**src/verilog/dsc_pkg.sv**
```systemverilog
// Notes on behaviour
// - Copy condition codes on debug entry
// - Holding register 0xD8 after special reset
// - Holding register zero in other modes
// - Status access only via debug, unsecured; secured, secure firmware in special mode may write unsecure
// - Enable flag gates activation only
// - Firmware sets enable in special mode; secured waits erase-verify
// - Special mode enable reads zero to host after reset
// - Active set on entry, cleared timed store
// - Active maps firmware table into memory
// - Data-valid set on data, cleared next command
// - Trace set on step, cleared resume
// - Unsecure zero on secure entry; overlay mapped
// - Secured: unsecure writable by secure firmware in special mode
// - Erase pass sets unsecure, drops overlay
// - Unsecure lifts security until next reset or a host status write clears it
// - Unsecure ignored when flash byte unsecured
// - Special mode unsecure reads one when erased
// - Host reaches registers by debug commands
`default_nettype none
package dsc_pkg;
   localparam logic [7:0] HOLD_RST_SPECIAL = 8'hD8;
   localparam logic [7:0] HOLD_RST_OTHER   = 8'h00;
   localparam logic [7:0] STS_RST_SPECIAL  = 8'h40;
   localparam logic [7:0] STS_RST_OTHER    = 8'h00;
   localparam logic [7:0] STS_WMASK        = 8'hDA;
   // Cycles after reset release until both strap flops hold the pin
   localparam logic [1:0] INIT_WAIT        = 2'h2;
   localparam int unsigned BIT_ENABLE  = 7;
   localparam int unsigned BIT_ACTIVE  = 6;
   localparam int unsigned BIT_SDV     = 4;
   localparam int unsigned BIT_TRACE   = 3;
   localparam int unsigned BIT_UNSECURE_FLAG   = 1;
   // Register selects on the debug register port
   localparam logic [1:0] SEL_NONE   = 2'h0;
   localparam logic [1:0] SEL_STATUS = 2'h1;
   localparam logic [1:0] SEL_HOLD   = 2'h2;
endpackage
`default_nettype wire

```
**src/verilog/dsc_hold.sv**
```systemverilog
`timescale 1ns/100ps
`default_nettype none
module dsc_hold (
   input  wire logic       clock_i,
   input  wire logic       reset_n_i,
   input  wire logic       init_i,
   input  wire logic       special_i,
   input  wire logic       capture_i,
   input  wire logic [7:0] ccr_i,
   input  wire logic       wr_i,
   input  wire logic [7:0] wdata_i,
   output logic      [7:0] hold_o
);
   typedef struct packed {
      logic [7:0] hold;
   } dsc_hold_s;
   dsc_hold_s state_ff;
   dsc_hold_s nxt_state;

   // Reset load follows the mode strap; capture beats a host write
   always_comb begin
      nxt_state = state_ff;
      if (init_i) begin
         nxt_state.hold = special_i ? dsc_pkg::HOLD_RST_SPECIAL : dsc_pkg::HOLD_RST_OTHER;
      end else if (capture_i) begin
         nxt_state.hold = ccr_i;
      end else if (wr_i) begin
         nxt_state.hold = wdata_i;
      end
   end

   always_ff @(posedge clock_i or negedge reset_n_i) begin
      if (!reset_n_i) begin
         state_ff <= '0;
      end else begin
         state_ff <= nxt_state;
      end
   end

   assign hold_o = state_ff.hold;
endmodule
`default_nettype wire

```
**src/verilog/dsc_top.sv**
```systemverilog
`timescale 1ns/100ps
`default_nettype none
module dsc_top (
   input  wire logic       clock_i,
   input  wire logic       reset_n_i,
   input  wire logic       special_mode_i,   // Mode strap, from a pin
   input  wire logic       secured_i,        // Flash security state, from flash block
   input  wire logic       flash_unsecure_i, // Security byte set to unsecured
   input  wire logic [7:0] ccr_i,            // Processor condition codes
   input  wire logic       enter_req_i,      // Core asks to enter debug
   input  wire logic       exit_store_i,     // Firmware timed store clearing active
   input  wire logic       cmd_rx_i,         // Any command received
   input  wire logic       data_done_i,      // Data phase finished
   input  wire logic       step_cmd_i,       // Single-step command recognised
   input  wire logic       resume_cmd_i,     // Resume or resume-until command
   input  wire logic       fw_set_enable_i,  // Firmware setting enable flag
   input  wire logic       erase_ok_i,       // Erase-verify passed
   input  wire logic       erase_done_i,     // Erase-verify complete
   input  wire logic       secure_fw_i,      // Access comes from secure firmware
   input  wire logic       reg_wr_i,         // Debug register write command
   input  wire logic [1:0] reg_sel_i,
   input  wire logic [7:0] reg_wdata_i,
   output logic      [7:0] reg_rdata_o,
   output logic            debug_active_o,
   output logic            fw_table_map_o,
   output logic            secure_table_map_o,
   output logic            security_on_o
);
   typedef struct packed {
      logic       init_done;
      logic [1:0] init_cnt;
      logic [1:0] strap_sync;
      logic       special;
      logic       enable;
      logic       active;
      logic       shift_data_valid;
      logic       trace;
      logic       unsecure_flag;
      logic       sec_map;
      logic [7:0] rdata;
   } dsc_top_s;
   dsc_top_s state_ff;
   dsc_top_s nxt_state;

   logic       init;
   logic       locked;
   logic       st_wr;
   logic       capture;
   logic [7:0] hold;
   logic [7:0] status;

   // Strap passes two flops and is caught three cycles after reset release
   assign init = ~state_ff.init_done;
   assign locked = secured_i & ~flash_unsecure_i & ~state_ff.unsecure_flag;
   assign capture = enter_req_i & state_ff.enable & ~state_ff.active;
   // status write command; security gates bits below
   assign st_wr = reg_wr_i & (reg_sel_i == dsc_pkg::SEL_STATUS);

   always_comb begin
      status = 8'h00;
      status[dsc_pkg::BIT_ENABLE] = state_ff.enable;
      status[dsc_pkg::BIT_ACTIVE] = state_ff.active;
      status[dsc_pkg::BIT_SDV]    = state_ff.shift_data_valid;
      status[dsc_pkg::BIT_TRACE]  = state_ff.trace;
      status[dsc_pkg::BIT_UNSECURE_FLAG]  = state_ff.unsecure_flag;
   end

   // Hardware events win over host writes in the same cycle
   always_comb begin
      nxt_state = state_ff;
      nxt_state.strap_sync = {state_ff.strap_sync[0], special_mode_i};
      if (init) begin
         // Count out the synchroniser; its reset zeros are not the strap
         nxt_state.init_cnt  = state_ff.init_cnt + 2'h1;
         nxt_state.init_done = (state_ff.init_cnt == dsc_pkg::INIT_WAIT);
         nxt_state.special   = state_ff.strap_sync[1];
         nxt_state.active    = state_ff.strap_sync[1];
         nxt_state.enable    = 1'b0;
         nxt_state.shift_data_valid       = 1'b0;
         nxt_state.trace     = 1'b0;
         // cleared on secure entry, overlay mapped
         nxt_state.unsecure_flag     = 1'b0;
         nxt_state.sec_map   = state_ff.strap_sync[1] & secured_i & ~flash_unsecure_i;
      end else begin
         if (st_wr) begin
            // host write only when unsecured; active is hardware owned
            if (!locked) begin
               nxt_state.enable = reg_wdata_i[dsc_pkg::BIT_ENABLE];
               nxt_state.shift_data_valid    = reg_wdata_i[dsc_pkg::BIT_SDV];
               nxt_state.trace  = reg_wdata_i[dsc_pkg::BIT_TRACE];
            end
            // secured writes only from secure firmware
            if (!locked || (state_ff.special && secure_fw_i)) begin
               nxt_state.unsecure_flag = reg_wdata_i[dsc_pkg::BIT_UNSECURE_FLAG];
            end
         end
         if (fw_set_enable_i && state_ff.special && (!locked || erase_done_i)) begin
            nxt_state.enable = 1'b1;
         end
         if (state_ff.sec_map && erase_done_i) begin
            nxt_state.enable = 1'b1;
            if (erase_ok_i) begin
               nxt_state.unsecure_flag   = 1'b1;
               nxt_state.sec_map = 1'b0;
            end
         end
         // active set on entry, cleared by store
         if (exit_store_i) begin
            nxt_state.active = 1'b0;
         end
         if (capture) begin
            nxt_state.active = 1'b1;
         end
         if (cmd_rx_i || exit_store_i) begin
            nxt_state.shift_data_valid = 1'b0;
         end
         if (data_done_i) begin
            nxt_state.shift_data_valid = 1'b1;
         end
         if (resume_cmd_i) begin
            nxt_state.trace = 1'b0;
         end
         if (step_cmd_i) begin
            nxt_state.trace = 1'b1;
         end
      end
      // Registered read data, zero while secured
      case (reg_sel_i)
         dsc_pkg::SEL_STATUS: nxt_state.rdata = locked ? 8'h00 : status;
         dsc_pkg::SEL_HOLD:   nxt_state.rdata = locked ? 8'h00 : hold;
         default:             nxt_state.rdata = 8'h00;
      endcase
   end

   always_ff @(posedge clock_i or negedge reset_n_i) begin
      if (!reset_n_i) begin
         state_ff <= '0;
      end else begin
         state_ff <= nxt_state;
      end
   end

   dsc_hold u_hold (
      .clock_i   (clock_i),
      .reset_n_i (reset_n_i),
      .init_i    (init),
      .special_i (state_ff.strap_sync[1]),
      .capture_i (capture),
      .ccr_i     (ccr_i),
      .wr_i      (reg_wr_i & (reg_sel_i == dsc_pkg::SEL_HOLD) & ~locked),
      .wdata_i   (reg_wdata_i),
      .hold_o    (hold)
   );

   assign reg_rdata_o        = state_ff.rdata;
   assign debug_active_o     = state_ff.active;
   assign fw_table_map_o     = state_ff.active;
   assign secure_table_map_o = state_ff.sec_map;
   assign security_on_o      = locked;
endmodule
`default_nettype wire

```
**config.mk**
```make
export PLATFORM = sky130hd
export DESIGN_NAME = dsc_top
export DESIGN_NICKNAME = d
export VERILOG_FILES = /design/src/verilog/dsc_pkg.sv /design/src/verilog/dsc_hold.sv /design/src/verilog/dsc_top.sv
export SDC_FILE = /design/constraint.sdc
export NUM_CORES = 1
export LEC_CHECK = 0
export ABC_CLOCK_PERIOD_IN_PS = 2300
export BUFFER_PORTS_ARGS = -buffer_cell sky130_fd_sc_hd__buf_2
export CAP_MARGIN = 20
export CORE_MARGIN = 2
export CORE_UTILIZATION = 30
export DETAILED_ROUTE_END_ITERATION = 6
export PLACE_DENSITY = 0.52
export SLEW_MARGIN = 20
export SYNTH_ARGS = -nofsm -noshare
export SYNTH_HDL_FRONTEND = slang
export SYNTH_SLANG_ARGS = --single-unit
```
**constraint.sdc**
```tcl
create_clock -name clock_i -period 2.3 [get_ports clock_i]
set_input_delay 0.115 -clock clock_i [delete_from_list [all_inputs] [get_ports clock_i]]
set_output_delay 0.115 -clock clock_i [all_outputs]
set_load 0.01 [all_outputs]
```
## Word-level counts from Yosys, hierarchy flattened

Index checks and enable logic that the tools add are counted.

| word-level totals | value |
|---|---|
| word-level logic and storage cells | 75 |
| flip-flop bits (word level) | 28 |
| input port bits | 34 |
| output and inout bits | 12 |

| operators by class | value |
|---|---|
| reductions and logical operators | 12 |
| bitwise logic cells | 13 |
| equality and inequality tests | 13 |
| mux-type cells | 24 |
| $add $sub $neg | 1 |

Operator list:

| cell | number |
|---|---|
| $mux W8 | 6 |
| $pmux W8 S2 | 1 |
| $mux W1 | 11 |
| $and A1 B1 Y1 | 9 |
| $ne A4 B2 Y1 const B | 2 |
| $ne A4 B3 Y1 const B | 2 |
| $reduce_and A2 Y1 | 4 |
| $mux W2 | 3 |
| $mux W3 | 2 |
| $mux W6 | 1 |
| $eq A2 B2 Y1 const B | 2 |
| $logic_and A1 B1 Y1 | 4 |
| $ne A4 B1 Y1 const B | 1 |
| $ne A4 B4 Y1 const B | 1 |
| $not A1 Y1 | 4 |
| $logic_or A1 B1 Y1 | 3 |
| $ne A3 B1 Y1 const B | 1 |
| $ne A3 B2 Y1 const B | 1 |
| $add A2 B1 Y2 const B | 1 |
| $eq A2 B1 Y1 const B | 1 |
| $ne A2 B1 Y1 const B | 1 |
| $ne A2 B2 Y1 const B | 1 |
| $logic_not A1 Y1 | 1 |

## Logic depth before layout (Yosys ltp)

| logic depth | value |
|---|---|
| word-level depth | 10 |
| depth in mapped cells | 7 |

## By module

A second synthesis with hierarchy kept.

| second synthesis, totals | value |
|---|---|
| cell total of the unflattened synthesis | 134 |
| area, all modules | 1,451.4 um^2 |

Modules (own cells, without submodules):

| module | seq. area each (um^2) | area each (um^2) | instances | cells an instance |
|---|---|---|---|---|
| dsc_top | 500.5 | 975.9 | 1 | 93 |
| dsc_hold | 200.2 | 475.5 | 1 | 41 |

## Worst setup path after synthesis

Ideal clock, no wire load.

| timing path | value |
|---|---|
| path kind | flip-flop to flip-flop |
| start point | reg state_ff[9] in the netlist's numbering |
| end point | reg u_hold.state_ff (netlist bit u_hold.hold_o[0]) |
| data arrival time | 1,326 ps |
| slack | 847 ps |
| cell stages (with the launch flop) | 7 |
| clock period less this slack | 1,453 ps |
| path buffers | 2 |
| cell sequence | dfrtp_1 > or3b_1 > buf_6 > inv_4 > buf_12 > o211ai_1 > a2bb2oi_1 |

| between the ends | value |
|---|---|
| longest elaborated chain between the ends | 5 |

Ends and longest elaborated chain:

| item | line | RTL |
|---|---|---|
| from (decl) | dsc_top.sv:42 | `dsc_top_s state_ff;` |
| from (signal assigned) | dsc_top.sv:139 | `state_ff <= nxt_state;` |
| $not A1 Y1 | dsc_top.sv:54 | `assign locked = secured_i & ~flash_unsecure_i & ~state_ff.unsecure_flag;` |
| $and A1 B1 Y1 | dsc_top.sv:54 |  |
| $not A1 Y1 | dsc_top.sv:150 | `.wr_i (reg_wr_i & (reg_sel_i == dsc_pkg::SEL_HOLD) & ~locked),` |
| $and A1 B1 Y1 | dsc_top.sv:150 |  |
| $ne A3 B1 Y1 (no source line) | - |  |
| to (signal assigned) | dsc_hold.sv:36 | `state_ff <= nxt_state;` |
| to (decl) | dsc_hold.sv:17 | `dsc_hold_s state_ff;` |

Every way passes these cells.
A chain may end at the register's enable or synchronous reset.

## Final worst setup path

| timing path | value |
|---|---|
| start point | reg state_ff[9] in the netlist's numbering |
| end point | out security_on_o |

| between the ends | value |
|---|---|
| longest elaborated chain between the ends | 2 |

Ends and longest elaborated chain:

| item | line | RTL |
|---|---|---|
| $not A1 Y1 | dsc_top.sv:54 |  |
| $and A1 B1 Y1 | dsc_top.sv:54 |  |
| to (decl) | dsc_top.sv:27 | `output logic security_on_o` |

Every way passes these cells.

==> results.rst <==
.. list-table::
   :header-rows: 1

   * - Metric
     - Value
   * - Skew-Pair Late Insertion Delay
     - 0.28 ns
   * - Number of placement rows
     - 25
   * - Detailed Routing Iterations Pass 1
     - 4
   * - Worst-case headroom to the max-slew limit
     - 0.575
   * - Mapped Area
     - 0.00149 sq mm
   * - Cell Chain, Critical Path
     - or3b_1 > inv_4 > buf_2
   * - Worst-path fanout max
     - 20
   * - Global placer's final weighted congestion
     - 0.840
   * - Average detailed-routed wire length per instance
     - 14.7 um
   * - Aggregate global routing overflow
     - 0
   * - Level count of the clock H-tree
     - 1
   * - Period Utilization, post-route
     - 0.746
   * - Critical register-to-register path startpoint
     - state_ff[9]
   * - Clock root cell
     - sky130_fd_sc_hd__clkbuf_8
   * - Number of instances in the synthesized netlist
     - 143
   * - CTS Sinks
     - 28
   * - Initial core utilization
     - 0.314
   * - Num ports
     - 46
   * - Post-synth net total
     - 180
   * - Hold buffer count at cts
     - 2
   * - Diodes inserted
     - 0
   * - Static Leakage
     - ~0.00083 uW
   * - Critical setup path kind
     - reg -> out
   * - Most instantiated flip-flop cell in the synthesis netlist
     - sky130_fd_sc_hd__dfrtp_1
   * - Remaining antenna violation count after routing
     - 0
   * - Most frequent standard cell in the layout excluding fill and tap cells
     - sky130_fd_sc_hd__buf_2
   * - Final wirelength
     - 3580 um
   * - Chip height
     - 74.5 um
   * - Status
     - complete, no violations
   * - Slowest cell on the critical path
     - sky130_fd_sc_hd__or3b_1
   * - CTS tree
     - built
   * - Number of enable flip-flop cells after synthesis
     - 0
   * - Number of global-route vias before repair
     - 1203
   * - Max-slew violations
     - 0
   * - Cell depth of the worst flop-to-flop path
     - 4
   * - Clock skew
     - between 0.0015 and 0.002 ns
   * - Mean cell area of the mapped netlist
     - about 10 sq um
   * - Total of fill cells in the finished design
     - 511
   * - Final sum of negative setup slack
     - 0 ns
   * - Setup crit start kind
     - register
   * - Peak supply drop
     - 351 uV
   * - Final #Nets
     - 215
   * - Die X-Extent
     - 74.5 um
   * - Resize count post-CTS
     - 0
   * - Required time reported for the critical path endpoint
     - 2.18 ns
   * - Number of warning messages in the yosys log
     - 0
   * - Largest net degree at the start of global routing
     - 29
   * - Wire length of the first global-routing pass
     - 5830 um
   * - IO buf count
     - between 40 and 50
   * - Final critical path time including I/O delays and setup
     - 1.72 ns
   * - Hold Crit Depth
     - 3
   * - FF+latch count, synth
     - 28
   * - Maximum buffer depth of the clock tree
     - 2
   * - Maximum operating frequency
     - 583 MHz
   * - Detailed placer's ending HPWL
     - 2760 um
   * - Number of hold violations in the final report
     - 0
   * - DRC marker count from the first detailed-route iteration
     - 62
   * - Synth top area cells
     - sky130_fd_sc_hd__dfrtp_1 (47%), sky130_fd_sc_hd__buf_4 (5.0%), sky130_fd_sc_hd__nand2_1 (3.5%)
   * - Clock slew at reported path FFs
     - ~0.10 ns
   * - Core area
     - 0.00475 sq mm
   * - Via total after detailed routing
     - ~1200
   * - Power per unit of standard cell area
     - 728 mW/mm^2
   * - Netlist cell types
     - 38
   * - Commonest non-fill, non-tap cells in the layout
     - sky130_fd_sc_hd__buf_2 (45), sky130_fd_sc_hd__dfrtp_1 (28), sky130_fd_sc_hd__nand2_1 (14), sky130_fd_sc_hd__o21ai_0 (8), sky130_fd_sc_hd__nand3b_1 (6)
   * - Number of DRC violations after detailed routing
     - 0
   * - Reg2Reg Capture Point
     - u_hold.hold_o[0]
   * - Yosys top cell by area
     - sky130_fd_sc_hd__dfrtp_1
   * - Synthesis-to-finish area growth
     - 16.2%
   * - Source of the worst hold timing path
     - step_cmd_i
   * - Worst path max stage delay
     - 0.52 ns
   * - Worst path arrival time
     - 1.60 ns
   * - Worst hold path class
     - in -> reg
   * - Async S/R FF share, synth
     - 1.00
   * - Count of buffers added by post-CTS timing repair for setup
     - 0
   * - Tightest Pin Transition
     - 0.638 ns
   * - Flop-to-flop setup slack
     - around 0.64 ns
   * - Max-cap violation count
     - 0
   * - Initial antenna violation count
     - 0
   * - Average via count per standard cell
     - 4.98
   * - Full die area
     - 0.00555 sq mm
   * - Share of the yosys chip area belonging to registers
     - 0.470
   * - Hold Crit Endpoint
     - state_ff[10]
   * - Nature of the critical path endpoint
     - output port
   * - Unrepaired setup endpoints after global routing
     - false
   * - Ratio of cells with drive above 1 in the final layout
     - 0.305
   * - Yosys top cell area share
     - 0.470
   * - Post-layout total power
     - 1260 uW
   * - Total CTS buffers
     - 3
   * - Overall fraction of global-route tracks in use
     - 0.138
   * - Final count of negative-setup-slack endpoints
     - 0
==> worst max-delay path, delay by kind of cell (launching register included) <==
family / cells / cell delay [ns]
simple gates: 1 / 0.52
flops: 1 / 0.40
buf+inv: 2 / 0.40
==> sequential cells by signal, summed over array words and instances, names as in the netlist <==
name and flops:
u_hold.hold_o 8, secure_table_map_o 1, reg_rdata_o 8, debug_active_o 1, state_ff 9, nxt_state 1
==> synth_stat cells (3+ instances only) <==
master,instances
sky130_fd_sc_hd__a22oi_1,4
sky130_fd_sc_hd__nor3_1,4
sky130_fd_sc_hd__ha_1,3
sky130_fd_sc_hd__nand3b_1,6
sky130_fd_sc_hd__buf_6,4
sky130_fd_sc_hd__nand4_1,5
sky130_fd_sc_hd__nand2_1,14
sky130_fd_sc_hd__and3_1,3
sky130_fd_sc_hd__nor2_1,3
sky130_fd_sc_hd__dfrtp_1,28
sky130_fd_sc_hd__o21ai_0,8
sky130_fd_sc_hd__inv_1,5
sky130_fd_sc_hd__buf_4,10
sky130_fd_sc_hd__o22ai_1,4
sky130_fd_sc_hd__a31oi_1,5
sky130_fd_sc_hd__a2bb2oi_1,4
sky130_fd_sc_hd__nand3_1,4
sky130_fd_sc_hd__o2111ai_1,3
sky130_fd_sc_hd__o211ai_1,4
==> cells by family (layout without fill, tap and decap cells) <==
family,Yosys count,in the layout,share of synthesized area
flip-flops,28,28,0.470
adder cells (fa/ha/maj),3,3,0.0252
XOR/XNOR,1,1,0.00587
AND/OR/NAND/NOR,47,47,0.174
AO/OA/AOI/OAI,39,39,0.192
buffers and inverters,25,59,0.133
==> where the power goes <==
group	total [uW]	internal, uW	switching [uW]
clock	395	233	161
sequential	614	565	49.3
combinational	253	122	130
total	1260	920	341
==> worst max path at each step <==
stage	startpoint	endpoint	slack (ns)	cells after the start
floorplan	state_ff[9]	u_hold.hold_o[0]	0.85	6
global placement	state_ff[9]	u_hold.hold_o[2]	0.72	4
detailed placement	state_ff[9]	u_hold.hold_o[0]	0.65	4
CTS	state_ff[9]	security_on_o	0.57	3
global route	state_ff[9]	security_on_o	0.49	3
finish	state_ff[9]	security_on_o	0.58	3
==> cell type report <==
class | count | area [sq um] | area share
multi-input combinational | 90 | 592 | 0.342
clock inverter | 1 | 30.0 | 0.0173
timing repair buffer | 49 | 260 | 0.150
clock buffer | 3 | 41.3 | 0.0238
inverter | 6 | 25.0 | 0.0144
tap | 67 | 83.8 | 0.0484
sequential | 28 | 701 | 0.404
==> layer usage <==
metal | routed length, um | GRT usage | vias up
met5 | 0 | 0 | -
met4 | 42 | 0.0377 | 0
met3 | 249 | 0.0407 | 7
met2 | 1670 | 0.217 | 49
met1 | 1620 | 0.186 | 570
li1 | - | - | 590
==> per-stage QoR <==
step                hold slack (ns)  instances  setup slack [ns]  instance area, sq um   util
floorplan                    -0.181        143             0.847                  1490      -
global placement              0.161        238             0.717                  1640  0.345
global route                 0.0539        244             0.487                  1730  0.364
detailed placement            0.177        238             0.647                  1640  0.345
finish                       0.0434        244             0.584                  1730  0.364
CTS                          0.0420        244             0.568                  1730  0.364
Note: power is estimated with default switching activity, not from simulation.
